File: src/rx_pkg.sv
package rx_pkg;
	// Register offsets on the plain register port
	localparam logic [1:0] ADDR_CTRL   = 2'h0;
	localparam logic [1:0] ADDR_STATUS = 2'h1;
	localparam logic [1:0] ADDR_DATA   = 2'h2;
	localparam logic [1:0] ADDR_BAUD   = 2'h3;
	// Control field positions
	localparam int CTRL_ENABLE = 0;
	localparam int CTRL_DOUBLE = 1;
	localparam int CTRL_PODD   = 2;
	localparam int CTRL_PEN    = 3;
	localparam int CTRL_SIZE_L = 4;
	localparam int CTRL_SIZE_H = 6;
	// Status field positions
	localparam int ST_RXC = 7;
	localparam int ST_FRAME_ERR = 4;
	localparam int ST_DOR = 3;
	localparam int ST_UPE = 2;
	// Reset values
	localparam logic [7:0]  CTRL_RESET = 8'h00;
	localparam logic [15:0] BAUD_RESET = 16'h0000;
	// Sampling
	localparam logic [3:0] SAMPLES_NORMAL = 4'hf;
	localparam logic [3:0] SAMPLES_DOUBLE = 4'h7;
	localparam logic [3:0] VOTE_FIRST_N   = 4'h8;
	localparam logic [3:0] VOTE_LAST_N    = 4'ha;
	localparam logic [3:0] VOTE_FIRST_D   = 4'h4;
	localparam logic [3:0] VOTE_LAST_D    = 4'h6;
	localparam int FIFO_DEPTH = 2;

	typedef struct packed {
		logic       frame_err;
		logic       upe;
		logic [8:0] data;
	} rx_frame_t;

	// Field order follows the control register bit positions, enable in bit 0
	typedef struct packed {
		logic [2:0]  size;
		logic        par_en;
		logic        par_odd;
		logic        dbl;
		logic        en;
	} rx_cfg_t;
endpackage

File: src/rx_fifo.sv
`timescale 1ns/100ps
module rx_fifo
	import rx_pkg::*;
#(
	parameter int DEPTH = FIFO_DEPTH
)(
	// Clock and reset
	input  wire logic      clk_in,
	input  wire logic      resetn_in,
	// Control
	input  wire logic      flush_in,
	input  wire logic      push_in,
	input  rx_frame_t      push_data_in,
	input  wire logic      pop_in,
	// Status
	output rx_frame_t      head_out,
	output logic           full_out,
	output logic           empty_out
);
	localparam int CW = $clog2(DEPTH + 1);
	localparam int PW = (DEPTH > 1) ? $clog2(DEPTH) : 1;

	rx_frame_t       mem_q [DEPTH];
	rx_frame_t       mem_d [DEPTH];
	logic [PW-1:0]   rd_q, rd_d, wr_q, wr_d;
	logic [CW-1:0]   cnt_q, cnt_d;
	logic            do_push, do_pop;

	assign full_out  = (cnt_q == CW'(DEPTH));
	assign empty_out = (cnt_q == '0);
	assign head_out  = mem_q[rd_q];
	assign do_pop    = pop_in & ~empty_out;
	assign do_push   = push_in & (~full_out | do_pop);

	always_comb
	begin
		mem_d = mem_q;
		rd_d  = rd_q;
		wr_d  = wr_q;
		cnt_d = cnt_q;
		if (flush_in)
		begin
			rd_d  = '0;
			wr_d  = '0;
			cnt_d = '0;
		end
		else
		begin
			if (do_push)
			begin
				mem_d[wr_q] = push_data_in;
				wr_d = (wr_q == PW'(DEPTH - 1)) ? '0 : wr_q + 1'b1;
			end
			if (do_pop)
				rd_d = (rd_q == PW'(DEPTH - 1)) ? '0 : rd_q + 1'b1;
			cnt_d = cnt_q + CW'(do_push) - CW'(do_pop);
		end
	end

	always_ff @(posedge clk_in or negedge resetn_in)
	begin
		if (!resetn_in)
		begin
			for (int i = 0; i < DEPTH; i++)
				mem_q[i] <= '0;
			rd_q  <= '0;
			wr_q  <= '0;
			cnt_q <= '0;
		end
		else
		begin
			mem_q <= mem_d;
			rd_q  <= rd_d;
			wr_q  <= wr_d;
			cnt_q <= cnt_d;
		end
	end
endmodule // rx_fifo

File: src/uart_async_receiver.sv
// Functional notes
// - Parity error reads zero without parity checking
// - Upper bit enables checker, lower selects odd
// - Parity result stored with frame in buffer
// - Parity flag follows next readable character
// - Disable stops receiver at once, drops frame
// - Disabled receiver releases receive pin
// - Disable flushes the receive buffer
// - Sample 16x normal, 8x double speed
// - Falling edge starts detection, sample one
// - Start vote samples 8-10 or 4-6
// - Majority high start is noise, rehunt
// - Resynchronise timing on every start bit
// - Sixteen or eight sample states per bit
// - Bit equals majority of three centre samples
// - Recover data, parity, first stop only
// - Zero first stop sets frame error
// - New start accepted after last stop vote
// - Receive complete high while buffer unread
// - Two-character buffer, overrun on fourth start
// - Frame and parity error flags per frame, write has no effect
`timescale 1ns/100ps
module uart_async_receiver
	import rx_pkg::*;
(
	// Clock and reset
	input  wire logic        CLK_SYS_IN,
	input  wire logic        RESETN_IN,
	// Serial line
	input  wire logic        RXD_IN,
	output logic             RXD_OVERRIDE_OUT,
	// Register port
	input  wire logic [1:0]  ADDR_IN,
	input  wire logic [15:0] WDATA_IN,
	input  wire logic        WR_IN,
	input  wire logic        RD_IN,
	output logic [15:0]      RDATA_OUT
);
	typedef enum logic [1:0] {
		ST_IDLE  = 2'b00,
		ST_START = 2'b01,
		ST_BITS  = 2'b11
	} rx_state_t;

	// Register port state
	rx_cfg_t      cfg_q, cfg_d;
	logic [15:0]  baud_q, baud_d;
	logic [15:0]  rdata_q, rdata_d;
	// Sample tick divider
	logic [15:0]  div_q, div_d;
	logic         tick;
	// Line synchroniser
	logic         rxd_s1_q, rxd_s2_q, rxd_prev_q;
	// Receive engine
	rx_state_t    state_q, state_d;
	logic [3:0]   samp_q, samp_d;
	logic [3:0]   bit_q, bit_d;
	logic [1:0]   vote_q, vote_d;
	logic [10:0]  shift_q, shift_d;
	logic         hold_q, hold_d;
	rx_frame_t    hold_f_q, hold_f_d;
	logic         dor_pend_q, dor_pend_d;
	logic         dor_q, dor_d;
	// Buffer
	rx_frame_t    head;
	logic         full, empty, push, pop;

	logic [3:0]   last_samp, vfirst, vlast;
	logic [3:0]   frame_bits;
	logic [3:0]   nbits;
	logic         in_vote, voted, par_calc;
	rx_frame_t    new_f;

	assign last_samp = cfg_q.dbl ? SAMPLES_DOUBLE : SAMPLES_NORMAL;
	assign vfirst    = cfg_q.dbl ? VOTE_FIRST_D : VOTE_FIRST_N;
	assign vlast     = cfg_q.dbl ? VOTE_LAST_D : VOTE_LAST_N;
	assign nbits     = 4'h5 + {1'b0, cfg_q.size};
	// Data bits, optional parity, first stop bit only
	assign frame_bits = nbits + {3'h0, cfg_q.par_en} + 4'h1;
	assign in_vote   = (samp_q >= vfirst) && (samp_q <= vlast);
	assign voted     = (vote_q >= 2'd2);
	assign RXD_OVERRIDE_OUT = cfg_q.en;

	// Divider gives one sample tick per baud_q+1 cycles
	always_comb
	begin
		div_d = div_q;
		tick  = 1'b0;
		if (div_q == baud_q)
		begin
			div_d = '0;
			tick  = 1'b1;
		end
		else
			div_d = div_q + 16'h1;
	end

	always_ff @(posedge CLK_SYS_IN or negedge RESETN_IN)
	begin
		if (!RESETN_IN)
		begin
			div_q      <= '0;
			rxd_s1_q   <= 1'b1;
			rxd_s2_q   <= 1'b1;
			rxd_prev_q <= 1'b1;
		end
		else
		begin
			div_q    <= div_d;
			rxd_s1_q <= RXD_IN;
			rxd_s2_q <= rxd_s1_q;
			if (tick)
				rxd_prev_q <= rxd_s2_q;
		end
	end

	// Parity over the received data bits
	always_comb
	begin
		par_calc = cfg_q.par_odd;
		for (int i = 0; i < 9; i++)
			if (i < int'(nbits))
				par_calc = par_calc ^ shift_q[i];
	end

	always_comb
	begin
		new_f      = '0;
		new_f.data = shift_q[8:0];
		for (int i = 0; i < 9; i++)
			if (i >= int'(nbits))
				new_f.data[i] = 1'b0;
		// Parity bit sits right after data
		new_f.upe  = cfg_q.par_en & (par_calc ^ shift_q[nbits]);
		new_f.frame_err = ~voted;
	end

	assign pop  = RD_IN && (ADDR_IN == ADDR_DATA);
	assign push = hold_q && (!full || pop);

	// Receive engine
	always_comb
	begin
		state_d    = state_q;
		samp_d     = samp_q;
		bit_d      = bit_q;
		vote_d     = vote_q;
		shift_d    = shift_q;
		hold_d     = hold_q & ~push;
		hold_f_d   = hold_f_q;
		dor_pend_d = dor_pend_q;
		dor_d      = dor_q;
		if (pop && dor_pend_q && !full)
			dor_d = 1'b1;
		if (push)
		begin
			dor_d      = dor_pend_q;
			dor_pend_d = 1'b0;
		end
		if (!cfg_q.en)
		begin
			state_d    = ST_IDLE;
			hold_d     = 1'b0;
			dor_pend_d = 1'b0;
			dor_d      = 1'b0;
		end
		else if (tick)
		begin
			unique case (state_q)
				ST_IDLE:
					if (rxd_prev_q && !rxd_s2_q)
					begin
						state_d = ST_START;
						samp_d  = 4'h1;
						vote_d  = '0;
					end
				ST_START:
				begin
					samp_d = samp_q + 4'h1;
					if (in_vote && rxd_s2_q)
						vote_d = vote_q + 2'd1;
					if (samp_q == vlast)
					begin
						if (voted || (in_vote && rxd_s2_q && vote_q == 2'd1))
							state_d = ST_IDLE;
						else
						begin
							state_d = ST_BITS;
							bit_d   = '0;
							vote_d  = '0;
							if (hold_q && full)
								dor_pend_d = 1'b1;
						end
					end
				end
				ST_BITS:
				begin
					samp_d = (samp_q == last_samp) ? 4'h0 : samp_q + 4'h1;
					if (in_vote && rxd_s2_q)
						vote_d = vote_q + 2'd1;
					// Bit index advances after its last vote, so the start tail is not counted
					if (samp_q == vlast)
					begin
						shift_d[bit_q] = (vote_d >= 2'd2);
						if (bit_q == frame_bits - 4'h1)
						begin
							state_d  = ST_IDLE;
							hold_d   = 1'b1;
							hold_f_d = new_f;
							hold_f_d.frame_err = (vote_d < 2'd2);
						end
						vote_d = '0;
						bit_d  = bit_q + 4'h1;
					end
				end
				default: state_d = ST_IDLE;
			endcase
		end
	end

	always_ff @(posedge CLK_SYS_IN or negedge RESETN_IN)
	begin
		if (!RESETN_IN)
		begin
			state_q    <= ST_IDLE;
			samp_q     <= '0;
			bit_q      <= '0;
			vote_q     <= '0;
			shift_q    <= '0;
			hold_q     <= 1'b0;
			hold_f_q   <= '0;
			dor_pend_q <= 1'b0;
			dor_q      <= 1'b0;
		end
		else
		begin
			state_q    <= state_d;
			samp_q     <= samp_d;
			bit_q      <= bit_d;
			vote_q     <= vote_d;
			shift_q    <= shift_d;
			hold_q     <= hold_d;
			hold_f_q   <= hold_f_d;
			dor_pend_q <= dor_pend_d;
			dor_q      <= dor_d;
		end
	end

	rx_fifo #(
		.DEPTH (FIFO_DEPTH)
	) u_fifo (
		.clk_in       (CLK_SYS_IN),
		.resetn_in    (RESETN_IN),
		.flush_in     (~cfg_q.en),
		.push_in      (push),
		.push_data_in (hold_f_q),
		.pop_in       (pop),
		.head_out     (head),
		.full_out     (full),
		.empty_out    (empty)
	);

	// Register port; status flags are read-only
	always_comb
	begin
		cfg_d   = cfg_q;
		baud_d  = baud_q;
		rdata_d = '0;
		if (WR_IN)
		begin
			unique case (ADDR_IN)
				ADDR_CTRL:
					cfg_d = rx_cfg_t'(WDATA_IN[6:0]);
				ADDR_BAUD:
					baud_d = WDATA_IN;
				ADDR_STATUS, ADDR_DATA: ;
			endcase
		end
		if (RD_IN)
		begin
			unique case (ADDR_IN)
				ADDR_CTRL:
					rdata_d = {9'h0, cfg_q};
				ADDR_STATUS:
				begin
					rdata_d[ST_RXC] = ~empty;
					rdata_d[ST_FRAME_ERR] = ~empty & head.frame_err;
					rdata_d[ST_DOR] = dor_q;
					rdata_d[ST_UPE] = ~empty & head.upe;
				end
				ADDR_DATA:
					rdata_d = {7'h0, head.data};
				ADDR_BAUD:
					rdata_d = baud_q;
			endcase
		end
	end

	always_ff @(posedge CLK_SYS_IN or negedge RESETN_IN)
	begin
		if (!RESETN_IN)
		begin
			cfg_q   <= rx_cfg_t'(CTRL_RESET[6:0]);
			baud_q  <= BAUD_RESET;
			rdata_q <= '0;
		end
		else
		begin
			cfg_q   <= cfg_d;
			baud_q  <= baud_d;
			rdata_q <= rdata_d;
		end
	end
	assign RDATA_OUT = rdata_q;

	upe_zero_a: assert property (@(posedge CLK_SYS_IN) disable iff (!RESETN_IN)
		(state_q == ST_BITS && state_d == ST_IDLE && cfg_q.en && !cfg_q.par_en) |=> !hold_f_q.upe)
		else $error("parity flag set without checking");
	disable_stop_a: assert property (@(posedge CLK_SYS_IN) disable iff (!RESETN_IN)
		!cfg_q.en |=> state_q == ST_IDLE)
		else $error("receiver ran while disabled");
	flush_empty_a: assert property (@(posedge CLK_SYS_IN) disable iff (!RESETN_IN)
		!cfg_q.en |=> empty)
		else $error("buffer not flushed");
	pin_release_a: assert property (@(posedge CLK_SYS_IN) disable iff (!RESETN_IN)
		RXD_OVERRIDE_OUT == cfg_q.en)
		else $error("pin override wrong");
	rxc_flag_a: assert property (@(posedge CLK_SYS_IN) disable iff (!RESETN_IN)
		(RD_IN && ADDR_IN == ADDR_STATUS) |=> RDATA_OUT[ST_RXC] == !$past(empty))
		else $error("receive complete wrong");
	samp_range_a: assert property (@(posedge CLK_SYS_IN) disable iff (!RESETN_IN)
		state_q == ST_BITS |-> samp_q <= last_samp)
		else $error("sample state out of range");
	start_samp_a: assert property (@(posedge CLK_SYS_IN) disable iff (!RESETN_IN)
		(state_q == ST_IDLE && $past(state_q) == ST_START && $past(cfg_q.en)) |-> $past(samp_q) == $past(vlast))
		else $error("start vote at wrong sample");
	status_ro_a: assert property (@(posedge CLK_SYS_IN) disable iff (!RESETN_IN)
		(WR_IN && ADDR_IN == ADDR_STATUS && !pop && !push && cfg_q.en) |=> $stable(empty))
		else $error("status write altered buffer");
endmodule // uart_async_receiver

File: config.mk
export PLATFORM = sky130hd
export DESIGN_NAME = uart_async_receiver
export DESIGN_NICKNAME = d
export VERILOG_FILES = /design/src/rx_pkg.sv /design/src/rx_fifo.sv /design/src/uart_async_receiver.sv
export SDC_FILE = /design/constraint.sdc
export NUM_CORES = 1
export LEC_CHECK = 0
export BUFFER_PORTS_ARGS = -buffer_cell sky130_fd_sc_hd__buf_2
export CORE_MARGIN = 5
export CORE_UTILIZATION = 25
export DETAILED_ROUTE_END_ITERATION = 8
export SLEW_MARGIN = 20
export SYNTH_ARGS = -nofsm -noshare
export SYNTH_HDL_FRONTEND = slang
export SYNTH_SLANG_ARGS = --single-unit
File: constraint.sdc
create_clock -name CLK_SYS_IN -period 3 [get_ports CLK_SYS_IN]
set_input_delay 0 -clock CLK_SYS_IN [delete_from_list [all_inputs] [get_ports CLK_SYS_IN]]
set_output_delay 0 -clock CLK_SYS_IN [all_outputs]
set_load 0.01 [all_outputs]
; ---- After elaboration in Yosys (flattened, before gate mapping)
; Cells that the tools add are included.
[totals]
word_cells = 231
inputBits = 23
regBits = 121
output_inout_bits = 17
[op_classes]
eq_ne = 23
n_mux = 86
reduce_logical = 28
n_addsub = 12
bitwise = 22
n_lt_le_gt_ge = 29
[ops]
columns = cell, count
row1 = 11-bit 2-to-1 mux, 4
row2 = 1-bit 2-to-1 mux, 42
row3 = 16-bit 2-to-1 mux, 2
row4 = 2-bit 2-to-1 mux, 16
row5 = 4-bit 2-to-1 mux, 8
row6 = 2-bit case mux with 3 select lines, 4
row7 = 22-bit bitwise mux, 1
row8 = "16-bit by 1-bit adder with 16-bit output, second input constant", 1
row9 = 16-bit == test, 1
row10 = "3-bit by 4-bit >= comparator with 1-bit output, first input constant", 4
row11 = "3-bit by 4-bit < comparator with 1-bit output, first input constant", 4
row12 = 8-bit case mux with 2 select lines, 1
row13 = "4-bit by 1-bit adder with 4-bit output, second input constant", 3
row14 = 4-bit == test, 3
row15 = "3-bit != test, second input constant", 4
row16 = 3-bit case mux with 4 select lines, 1
row17 = 4-bit case mux with 3 select lines, 1
row18 = 11-bit bitwise mux, 1
row19 = 11-bit demux with 1-bit select, 1
row20 = 1-bit logical AND, 11
row21 = "4-bit by 5-bit < comparator with 1-bit output, second input constant", 2
row22 = 5-bit AND reduction, 2
row23 = 1-bit bitwise XOR, 10
row24 = "2-bit == test, second input constant", 4
row25 = other kinds (39), 69

; ---- Depth between registers and ports, before layout
; Gate-level depths: netlist of run 1.
[logic_depth]
word_depth = 21
ltp_mapped = 12

; ---- By module
; From an unflattened synthesis of run 1, not the netlist that was laid out.
[hier_totals]
hier_cells = 565
area_unflattened_um2 = 6256.0
[by_module_without_submodules]
columns = module, area_each_um2, cells_per_inst, seq_area_each_um2, n_inst
row1 = uart_async_receiver, 5031.1, 482, 2381.0, 1
row2 = rx_fifo, 1224.9, 83, 650.6, 1

; ---- Worst setup path after synthesis of run 1
; No wires, ideal clock.
[synth_timing]
path_type = register to register
startpoint = register cfg_q[4] in the netlist's numbering
endpoint = register hold_f_q[7] in the netlist's numbering
period_less_slack_ns = 2.518
path_slack_ns = 0.482
stages_incl_launch_ff = 12
setup_time_ns = 0.128
n_path_buf = 2
t_arrival_ns = 2.390
path_cell_list = dfrtp_1 buf_6 inv_1 ha_1 inv_1 ha_1 xor2_1 xnor2_1 nand4_1 or2_1 buf_2 mux2_1
[synth_between]
elab_chain_len = 6
[synth_lines]
columns = item, line
row1 = "start, declared", uart_async_receiver.sv:46  ; rx_cfg_t cfg_q, cfg_d;
row2 = "start signal, assigned", uart_async_receiver.sv:303  ; cfg_q <= rx_cfg_t'(CTRL_RESET[6:0]);
row3 = "start signal, assigned", uart_async_receiver.sv:309  ; cfg_q <= cfg_d;
row4 = 3-bit by 3-bit adder with 4-bit output (*), uart_async_receiver.sv:77  ; assign nbits = 4'h5 + {1'b0, cfg_q.size};
row5 = 4-bit by 1-bit adder with 4-bit output (2 in a row), uart_async_receiver.sv:79  ; assign frame_bits = nbits + {3'h0, cfg_q.par_en} + 4'h1;
row6 = 4-bit by 1-bit subtractor with 4-bit output, uart_async_receiver.sv:205  ; if (bit_q == frame_bits - 4'h1)
row7 = 4-bit == test, uart_async_receiver.sv:205
row8 = 5-bit AND reduction (no source line), --
row9 = "end signal, assigned", uart_async_receiver.sv:243  ; hold_f_q <= hold_f_d;
row10 = "end, declared", uart_async_receiver.sv:61  ; rx_frame_t hold_f_q, hold_f_d;
; Mark *: on every way between the ends. The rest lies on a longest branch, timed or not.
; A chain may end at the register's enable or synchronous reset.

; ---- Worst setup path after layout of run 1
[layout_timing]
startpoint = register cfg_q[4] in the netlist's numbering
endpoint = register hold_f_q[9] in the netlist's numbering
[layout_between]
elab_chain_len = 21
[layout_lines]
columns = item, line
row1 = 3-bit by 3-bit adder with 4-bit output (*), uart_async_receiver.sv:77
row2 = 1-bit by 4-bit < comparator with 1-bit output, uart_async_receiver.sv:122  ; if (i < int'(nbits))
row3 = 1-bit 2-to-1 mux, uart_async_receiver.sv:122
row4 = 1-bit bitwise XOR, uart_async_receiver.sv:123  ; par_calc = par_calc ^ shift_q[i];
row5 = 1-bit 2-to-1 mux, uart_async_receiver.sv:122
row6 = 1-bit bitwise XOR, uart_async_receiver.sv:123
row7 = 1-bit 2-to-1 mux, uart_async_receiver.sv:122
row8 = 1-bit bitwise XOR, uart_async_receiver.sv:123
row9 = (+5 left out), --
row10 = 1-bit bitwise XOR, uart_async_receiver.sv:123
row11 = 1-bit 2-to-1 mux, uart_async_receiver.sv:122
row12 = 1-bit bitwise XOR, uart_async_receiver.sv:123
row13 = 1-bit 2-to-1 mux, uart_async_receiver.sv:122
row14 = 1-bit bitwise XOR, uart_async_receiver.sv:123
row15 = 1-bit 2-to-1 mux, uart_async_receiver.sv:122
row16 = 1-bit bitwise XOR, uart_async_receiver.sv:134  ; new_f.upe = cfg_q.par_en & (par_calc ^ shift_q[nbits]);
row17 = 1-bit AND, uart_async_receiver.sv:134
; Mark *: on every way between the ends. The rest lies on a longest branch, timed or not. The select of a mux whose other input is x is not followed.

==> run summary, run 1 <==
### Status
• completed — status

### Critical path
• 3320 ps — required time at the worst-slack endpoint
• ha_1 — slowest cell on the critical path
• flip-flop — nature of the critical path endpoint
• XOR/XNOR gates — gate family responsible for the most delay along the worst path
• 2930 ps — data arrival time of the critical path
• 450 ps — Largest stage delay, worst path
• reg2reg — CP Class
• 12 — critical path fanouts, max
• 1 — sum of buffers and inverters on the critical path
• flip-flop — startpoint types
• buf_4, ha_1, xor2_2, a21oi_1, a31oi_1, xnor2_1, xor2_1, xnor3_1, o31ai_2 — series of cell instances along the critical path
• 390 ps — setup slack, reg-to-reg

### Route
• 243 — Starting DRT DRC Count
• 13600 µm — routed wire length
• 4331 — vias post-DR
• 4 — 1st-pass router iterations
• 0 — drc violations
• 4.46 — via/cell ratio
• 14.1 µm — wire length per cell
• 0 — antenna-violating nets left

### Logic synthesis
• 47.6% — share of Yosys cell area claimed by the top area cell type
• 48.9% — part of the Yosys area used for sequential elements
• 0 — number of enable flip-flop cells after synthesis
• dfrtp_1 — Primary FF master, synth
• 614 — Syn Nets
• 571 — Syn Inst Count
• 10.9 µm² — Avg Cell Area, Syn
• 121 — synthesis-stage register bit count
• 100% — proportion of register bits with asynchronous set or reset after synthesis
• 118 x dfrtp_1, 55 x nand2_1, 42 x mux2_2, 34 x xnor2_1, 32 x o21ai_0 — most common library cells after synthesis
• 0 — Yosys warning count
• 61 — number of unique standard cell types used by synthesis
• dfrtp_1 — largest area contributor in the synthesized netlist
• 6200 µm² — area of the mapped netlist
• dfrtp_1 48%, mux2_2 7.6%, xnor2_1 4.8% — top cells by area, synth
• dfrtp_1 — most frequently used cell type in the post-synthesis netlist

### Layout
• 2516 — number of fillers in the final layout
• 676 — number of nets in the finished design
• 22.3% — area growth from synthesis to layout
• 0 — antenna diode count
• 21.4% — share of cells above drive strength 1

### Power and ir drop
• 0.000446 V — Peak supply drop
• 3.35 nW — leakage component of the power
• 610 nW/µm² — P per Cell Area

### Floorplan
• 167 µm — Die Span Y
• 57 — placement row count
• 25.4% — initial cell density of the core
• 167 µm — Die X
• 24400 µm² — Placeable Area
• 28000 µm² — Die Area
• 40 — number of top-level pins

### Timing
• 5.96 ps — worst clock skew
• 87.0% — portion of the clock cycle consumed by the worst path in the final layout
• 0 — Final setup viols
• 52.7% — Max transition margin
• 0 — Final Slew Violations
• 0 — final count of hold timing violations
• 122 ps — post-route worst hold slack
• 0.383 GHz — highest clock frequency the design can meet
• 2610 ps — minimum clock period
• 706 ps — slew of the pin with the lowest slew margin
• false — RSZ-0062 raised after global routing
• 0 ps — TNS Setup

### Run
• 0 — max_cap viols

### Clock tree
• 20 — hold buffer count at CTS
• 4 — deepest level of the CTS H-tree
• 0 — CTS-repair resized insts
• 420 ps — clock latency on the worst-skew pair
• 50 ps — clock transition at the registers of the reported paths
• done — CTS tree
• clkbuf_16 — root buf cell
• 17 — number of buffers created by CTS
• 2 — maximum buffer depth of the clock tree
• 121 — clock sink count
• 0 — Post-CTS Setup Repair Bufs

### Global route
• 4240 — number of global-route vias before repair
• 122 — pin count of the biggest net entering global routing
• 0 — number of antenna violations at the first check in global routing
• 22700 µm — wire length of the first global-routing pass
• 10.1% — total routing resource utilization after global routing
• 0 — total congestion overflow after global routing

### Place
• 9520 µm — HPWL after detailed placement
• 39 — number of buffers inserted by port buffering
• 0.801 — Final Wtd Congestion

### Worst hold path
• in2reg — type of the worst min-delay path

==> flip-flops by register name (all words and copies together) (netlist names), 2 cells and up <==
register	flops
samp_q	4
u_fifo.mem_q	22
hold_f_q	11
div_q	16
u_fifo.cnt_q	2
vote_q	2
shift_q	11
cfg_q	6
bit_q	4
RDATA_OUT	16
state_q	2
baud_q	16
==> cell usage in the layout, fill, tap and decap left out, types with 3 or more instances in the layout <==
master / count
o21ai_0: 32
clkbuf_16: 17
mux2_1: 13
nand4_1: 9
nand2_1: 55
dlygate4sd3_1: 20
a21o_1: 4
buf_2: 38
mux2i_1: 11
xor2_1: 8
ha_1: 20
clkinv_4: 6
nor3_1: 7
inv_1: 21
nor4_1: 3
o21ai_1: 9
nand3_1: 17
dfstp_2: 3
dfrtp_1: 118
a22oi_1: 5
xnor2_1: 34
and2_1: 14
mux2_2: 42
and3_1: 7
bufinv_16: 3
a31oi_1: 4
buf_4: 8
a311oi_1: 3
nor2b_1: 14
a211o_1: 3
nor2_1: 30
mux4_2: 3
o211ai_1: 3
o22ai_1: 3
or3_1: 4
a21oi_1: 17
==> final timing paths <==
check | start | endpoint | cells past startpoint
min in group asynchronous | RESETN_IN | shift_q[7] | 3
hold / removal | ADDR_IN[0] | RDATA_OUT[8] | 3
setup / recovery | cfg_q[4] | hold_f_q[9] | 9
hold reg to reg | rxd_s1_q | rxd_s2_q | 0
setup reg to reg | cfg_q[4] | hold_f_q[9] | 9
max in group asynchronous | RESETN_IN | cfg_q[3] | 3
==> per-layer routing <==
layer / share of wire (%) / vias to the layer above / global-route usage (%) / wire length (µm)
li1: - / 2118 / - / -
met5: 0 / - / 0 / 0
met2: 44 / 77 / 14.8 / 6010
met3: 3.8 / 21 / 2.62 / 515
met4: 2.1 / 0 / 4.06 / 284
met1: 50 / 2115 / 14.2 / 6830
==> power by group <==
group / internal, W / switching [W] / leakage, nW
clock: 0.00134 / 0.000757 / 0.302
sequential: 0.00175 / 0.000147 / 1.61
combinational: 0.000304 / 0.000327 / 1.44
==> tightest hold or removal path, cell delays in order <==
cell	delay (ps)
buf_2	230
a21oi_1	190
nor2_1	60
==> layout make-up <==
type,count,area [µm²],share of cell area [%]
inverters,22,82.6,1.09
flip-flops and latches,121,3030,40.0
clock inverters,13,170,2.24
repair buffers,67,470,6.20
multi-input cells,404,2980,39.3
clock buffers,19,443,5.84
well taps,324,405,5.34
==> cells by family (layout without fill, tap and decap cells) <==
logic type	count (synthesis)	count (layout)	share of synthesized area, %
flip-flops	121	121	48.9
AND/OR/NAND/NOR	174	174	14.2
adder cells (fa/ha/maj)	20	20	4.04
AO/OA/AOI/OAI	96	96	9.81
buffers and inverters	46	121	3.15
XOR/XNOR	45	45	7.00
multiplexers	69	69	12.9
==> per-stage QoR <==
stage	utilization (%)	power, W	cell area, µm²	instances	setup WS, ps
6_report	31.1	0.00463	7580	970	390
5_1_grt	31.1	0.00486	7580	970	121
4_1_cts	31.1	0.00469	7580	970	397
3_5_place_dp	27.8	0.00254	6770	918	411
3_3_place_gp	27.8	0.00253	6770	918	409
2_1_floorplan	-	0.00234	6200	571	482
No activity file was read; power rests on OpenSTA's default activity.
==> inputs of run 2 (changes only) <==
--- a/config.mk
+++ b/config.mk
@@ -9,6 +9,7 @@
 export CORE_MARGIN = 5
 export CORE_UTILIZATION = 25
 export DETAILED_ROUTE_END_ITERATION = 8
+export GPL_TIMING_DRIVEN = 0
 export SLEW_MARGIN = 20
 export SYNTH_ARGS = -nofsm -noshare
 export SYNTH_HDL_FRONTEND = slang
==> run 2 against run 1 <==
Against the previous run:
- power grew 2.0%
- clock power increased by 4%
- non-clock buffer count grew 16
- first-iteration DRC count up 14%
- sequential cell count is the same
- critical path depth rose by 2
- maximum frequency is 2.4% lower
- via count increased by 1.2%
- die area did not move
- largest power group unchanged
- highest routed layer unchanged
==> run summary, run 2 (synthesis gave the netlist of run 1 again) <==
### Run
• 0 — max_cap viols, unchanged

### Global route
• 4496 — number of global-route vias before repair, +6.0%
• 0 — number of antenna violations at the first check in global routing, unchanged
• 0 — total congestion overflow after global routing, unchanged
• 72 — pin count of the biggest net entering global routing, -41%
• 23500 µm — wire length of the first global-routing pass, +3.3%
• 10.4% — total routing resource utilization after global routing, +0.28 points

### Route
• 0 — antenna-violating nets left, unchanged
• 4.44 — via/cell ratio, -0.49%
• 4381 — vias post-DR, +1.2%
• 0 — drc violations, unchanged
• 4 — 1st-pass router iterations, unchanged
• 276 — Starting DRT DRC Count, +14%
• 13700 µm — routed wire length, +0.69%
• 13.9 µm — wire length per cell, -0.94%

### Worst hold path
• in2reg — type of the worst min-delay path
• WR_IN — worst hold start

### Layout
• 20.4% — share of cells above drive strength 1, -0.97 points
• dfrtp_1 — most common library cell in the layout ignoring fill and taps
• 22 — number of flip-flops in the largest register, unchanged
• 692 — number of nets in the finished design, +2.4%
• 23.9% — area growth from synthesis to layout
• 2510 — number of fillers in the final layout, -0.24%
• 0 — antenna diode count, unchanged
• u_fifo.mem_q — Top reg by flops
• 118 x dfrtp_1, 55 x nand2_1, 42 x mux2_2 — leading cell types in the layout, fill and taps excluded

### Timing
• 75.4 ps — post-route worst hold slack, -46.9 ps
• 11.0 ps — worst clock skew, +5.04 ps
• 0 ps — TNS Setup, unchanged
• 742 ps — slew of the pin with the lowest slew margin, +36.3 ps
• 0.374 GHz — highest clock frequency the design can meet, -2.4%
• 89.2% — portion of the clock cycle consumed by the worst path in the final layout, +2.1 points
• 2670 ps — minimum clock period, +64.2 ps
• 0 — Final setup viols, unchanged
• 50.5% — Max transition margin, -2.2 points
• false — RSZ-0062 raised after global routing
• 0 — final count of hold timing violations, unchanged
• 0 — Final Slew Violations, unchanged

### Power and ir drop
• 13.7% — combinational group share of total power, about the same
• 0.000366 V — Peak supply drop, -18%
• 0.00120 W — net load switching power, -2.2%
• 25.5% — sw frac, -1.1 points
• 3.36 nW — leakage component of the power, +0.17%
• 40.3% — portion of total power attributed to sequential cells, -0.8 points
• 614 nW/µm² — P per Cell Area, +0.74%
• 45.9% — clock network power share, +0.7 points
• 0.00351 W — cell-internal power, +3.5%

### Clock tree
• 17 — number of buffers created by CTS, unchanged
• 2 — maximum buffer depth of the clock tree, unchanged
• 420 ps — clock latency on the worst-skew pair, about the same
• 121 — clock sink count, unchanged
• 50 ps — clock transition at the registers of the reported paths, about the same
• 4 — deepest level of the CTS H-tree, unchanged
• clkbuf_16 — root buf cell
• done — CTS tree

### Place
• 0.800 — Final Wtd Congestion, -0.12%
• 37 — number of buffers inserted by port buffering, -5.1%
• 9970 µm — HPWL after detailed placement, +4.7%

### Critical path
• 3290 ps — required time at the worst-slack endpoint, -30 ps
• flip-flop — startpoint types
• reg2reg — CP Class
• 2970 ps — data arrival time of the critical path, +40 ps
• cfg_q[4] — startpoint of the worst-slack reg-to-reg timing path
• cfg_q[4] — start point of the critical path
• 10 — critical path fanouts, max, -2
• flip-flop — nature of the critical path endpoint

### Status
• completed — status

### Floorplan
• 28000 µm² — Die Area, unchanged
• 57 — placement row count, unchanged
• 25.4% — initial cell density of the core, unchanged
• 24400 µm² — Placeable Area, unchanged
• 167 µm — Die X, unchanged
• 40 — number of top-level pins, unchanged
• 167 µm — Die Span Y, unchanged

run 2: cell count changes in the layout (fill, tap and decap cells not counted), sizes merged:
cell | before | now
clkbuf | 19 | 38
inv | 24 | 23
clkinv | 8 | 3
bufinv | 3 | 4
clkinvlp | 0 | 2
run 2: power groups by stage:
| stage | Combinational [W] | Sequential [W] | Clock (W) |
|---|---|---|---|
| final | 0.000649 | 0.00190 | 0.00217 |
| after global routing | 0.000734 | 0.00192 | 0.00230 |
| after CTS | 0.000643 | 0.00190 | 0.00222 |
| after detailed placement | 0.000615 | 0.00193 | 0 |
| after global placement | 0.000604 | 0.00193 | 0 |
| after floorplan | 0.000452 | 0.00189 | 0 |
run 2: worst paths after layout:
path	to	slack (ps)	cells after the start
setup / recovery	hold_f_q[7]	330	11
hold / removal	cfg_q[2]	80	3
setup reg to reg	hold_f_q[7]	330	11
hold reg to reg	rxd_s2_q	360	0
max in group asynchronous	u_fifo.wr_q	2230	3
min in group asynchronous	bit_q[2]	90	2
run 2: stage by stage:
| step | instance area (µm²) | setup WS (ps) | total power, W | util, % | instances |
|---|---|---|---|---|---|
| 2_1_floorplan | 6200 | 482 | 0.00234 | - | 571 |
| 3_3_place_gp | 6790 | 158 | 0.00253 | 27.8 | 932 |
| 3_5_place_dp | 6830 | 126 | 0.00254 | 28.0 | 933 |
| 4_1_cts | 7660 | 112 | 0.00476 | 31.4 | 985 |
| 5_1_grt | 7680 | 58.5 | 0.00496 | 31.5 | 986 |
| 6_report | 7680 | 325 | 0.00472 | 31.5 | 986 |
run 2: critical path, stage by stage, from the launching register on:
cell and delay [ps]:
dfrtp_1 380, buf_6 180, inv_1 100, ha_4 310, inv_1 100, ha_1 220
xor2_1 160, xnor2_1 130, nand4_1 150, or2_1 300, buf_2 200, mux2_1 320
run 2: final cells by class:
cell class	count	area [µm²]	share of cell area, %
Tap cell	324	405	5.28
Multi-Input combinational cell	404	2990	38.9
Clock inverter	10	166	2.17
Sequential cell	121	3030	39.5
Inverter	22	82.6	1.08
Timing Repair Buffer	59	430	5.61
Clock buffer	22	464	6.05
Buffer	24	113	1.47
run 2: repair_timing:
action / CTS / global route
setup buffers: 0 / 1
gates resized for setup: 0 / 2
hold buffers: 20 / 0
endpoints found under the setup margin: 0 / 10
hold endpoints to repair: 153 / 0
run 2: metal layers:
layer	GRT usage, %	wire, µm	vias up
met2	16.2	6270	82
met3	2.64	599	19
met4	3.21	205	0
met5	0	0	-
met1	14.2	6660	2128
li1	-	-	2152
==> inputs of run 3 (changes only) <==
--- a/config.mk
+++ b/config.mk
@@ -7,7 +7,7 @@
 export LEC_CHECK = 0
 export BUFFER_PORTS_ARGS = -buffer_cell sky130_fd_sc_hd__buf_2
 export CORE_MARGIN = 5
-export CORE_UTILIZATION = 25
+export CORE_UTILIZATION = 45
 export DETAILED_ROUTE_END_ITERATION = 8
 export GPL_TIMING_DRIVEN = 0
 export SLEW_MARGIN = 20
==> run 3 against run 2 <==
Against the previous run:
- hold slack got worse by 15 ps
- sequential share of layout area increased by 1.4 points
- via count increased by 1.1%
- wire length about the same
- clock skew decreased by 1.5 ps
- combinational power decreased by 2%
- utilization increased by 24 points
- die area decreased by 42%
- design area decreased by 3.3%
- worst setup slack got worse by 110 ps
- critical endpoint unchanged
- largest cell class unchanged
==> run summary, run 3 (synthesis gave the netlist of run 1 again) <==
### Status
• completed — status

### Floorplan
• 16200 µm² — Die Area, -42%
• 40 — number of top-level pins, unchanged
• 13400 µm² — Placeable Area, -45%
• 46.3% — initial cell density of the core, +21 points
• 42 — placement row count, -26%
• 127 µm — Die X, -24%
• 127 µm — Die Span Y, -24%

### Run
• 0 — max_cap viols, unchanged

### Route
• 16.4 µm — wire length per cell, +18%
• 0 — drc violations, unchanged
• 13700 µm — routed wire length, about the same
• 269 — Starting DRT DRC Count, -2.5%
• 4430 — vias post-DR, +1.1%
• 5.29 — via/cell ratio, +19%
• 0 — antenna-violating nets left, unchanged
• 5 — 1st-pass router iterations, +1

### Layout
• 20.0% — share of cells above drive strength 1, -0.42 points
• 2980 µm² — area occupied by multi-input gates, -0.34%
• 19.7% — area growth from synthesis to layout
• 0 — antenna diode count, unchanged
• 22 — number of flip-flops in the largest register, unchanged
• 1171 — number of fillers in the final layout, -53%
• 118 x dfrtp_1, 55 x nand2_1, 42 x mux2_2 — leading cell types in the layout, fill and taps excluded
• 691 — number of nets in the finished design, -0.14%
• 3030 µm² — FF+latch area, unchanged
• dfrtp_1 — most common library cell in the layout ignoring fill and taps
• u_fifo.mem_q — Top reg by flops

### Timing
• 9.45 ps — worst clock skew, -1.54 ps
• false — RSZ-0062 raised after global routing
• 92.9% — portion of the clock cycle consumed by the worst path in the final layout, +3.8 points
• 0 ps — TNS Setup, unchanged
• 770 ps — slew of the pin with the lowest slew margin, +27.3 ps
• 48.7% — Max transition margin, -1.8 points
• 0.359 GHz — highest clock frequency the design can meet, -4.0%
• 213 ps — post-route setup slack, -113 ps
• 0 — Final setup viols, unchanged
• 0 — final count of hold timing violations, unchanged
• 0 — Final Slew Violations, unchanged
• 2790 ps — minimum clock period, +113 ps

### Place
• 154 ps — worst slack at placement, +28.2 ps
• 0.824 — Final Wtd Congestion, +2.9%
• 37 — number of buffers inserted by port buffering, unchanged
• 9980 µm — HPWL after detailed placement, +0.19%

### Critical path
• 11 — depth of the worst register-to-register path, unchanged
• reg2reg — CP Class
• 3080 ps — data arrival time of the critical path, +110 ps
• 210 ps — setup slack, reg-to-reg, -110 ps
• cfg_q[4] — startpoint of the worst-slack reg-to-reg timing path
• 3300 ps — required time at the worst-slack endpoint, about the same
• flip-flop — startpoint types
• 10 — critical path fanouts, max, unchanged
• flip-flop — nature of the critical path endpoint
• hold_f_q[7] — reg2reg end

### Clock tree
• 2 — maximum buffer depth of the clock tree, unchanged
• done — CTS tree
• 4 — deepest level of the CTS H-tree, unchanged
• 121 — clock sink count, unchanged
• 50 ps — clock transition at the registers of the reported paths, about the same
• 17 — number of buffers created by CTS, unchanged
• 420 ps — clock latency on the worst-skew pair, about the same
• clkbuf_16 — root buf cell

### Global route
• 0 — total congestion overflow after global routing, unchanged
• 0 — number of antenna violations at the first check in global routing, unchanged
• 18.0% — total routing resource utilization after global routing, +7.6 points
• 62 — pin count of the biggest net entering global routing, -14%
• 22900 µm — wire length of the first global-routing pass, -2.2%
• 4499 — number of global-route vias before repair, +0.067%

### Worst hold path
• in2reg — type of the worst min-delay path
• RDATA_OUT[7] — end point of the worst hold path
• 3 — Worst Hold Depth, unchanged
• ADDR_IN[0] — worst hold start

### Power and ir drop
• 613 nW/µm² — P per Cell Area, -0.26%
• 0.00455 W — Total Power Consumption, -3.6%
• 3.33 nW — leakage component of the power, -0.72%
• 0.000351 V — Peak supply drop, -3.9%

## run 3: repair_timing
| action | in CTS | in global routing |
|---|---|---|
| hold buffers | 20 | 0 |
| endpoints found under the hold margin | 93 | 0 |
| gates resized for setup | 0 | 1 |
| setup buffers | 0 | 0 |
| endpoints found under the setup margin | 0 | 10 |
## run 3: power by group
group	total [W]	switching (W)	internal, W
registers	0.00190	0.000148	0.00176
clock network	0.00201	0.000690	0.00132
logic	0.000637	0.000324	0.000312
total	0.00455	0.00116	0.00339
## run 3: through the flow
step / std cells / utilization, % / hold slack, ps / cell area [µm²]
4_1_cts: 837 / 55.4 / 44.6 / 7420
3_5_place_dp: 785 / 49.5 / 23.8 / 6640
3_3_place_gp: 784 / 49.3 / 106 / 6610
6_report: 837 / 55.4 / 60.8 / 7420
5_1_grt: 837 / 55.4 / 75.5 / 7420
2_1_floorplan: 571 / - / -296 / 6200
## run 3: how the worst max path moves through the flow
stage,startpoint,end,slack [ps],depth (start not counted)
floorplan,cfg_q[4],hold_f_q[7],480,11
global placement,cfg_q[4],hold_f_q[7],170,11
detailed placement,cfg_q[4],hold_f_q[7],150,11
CTS,cfg_q[4],hold_f_q[7],140,11
global route,cfg_q[4],hold_f_q[10],5,12
finish,cfg_q[4],hold_f_q[7],210,11
## run 3: per-layer routing
layer	routed length [µm]	share of wire (%)	global-route usage, %
met4	176	1.3	6.12
met1	6380	46	24.3
met3	653	4.8	4.59
met5	0	0	0
met2	6530	47	28.3
## run 3: layout make-up
type	count	area share, %
Sequential cell	121	40.8
Multi-Input combinational cell	404	40.1
Clock buffer	23	6.17
Timing Repair Buffer	58	5.65
Tap cell	176	2.97
Clock inverter	9	1.65
Buffer	24	1.52
Inverter	22	1.11
## run 3: worst max-delay path, stage by stage, from the launching register on
cell and delay, ps:
dfrtp_1 410, buf_6 180, inv_1 90, ha_2 400
inv_1 120, ha_1 230, xor2_1 150, xnor2_1 140
nand4_1 130, or2_1 290, buf_2 200, mux2_1 320
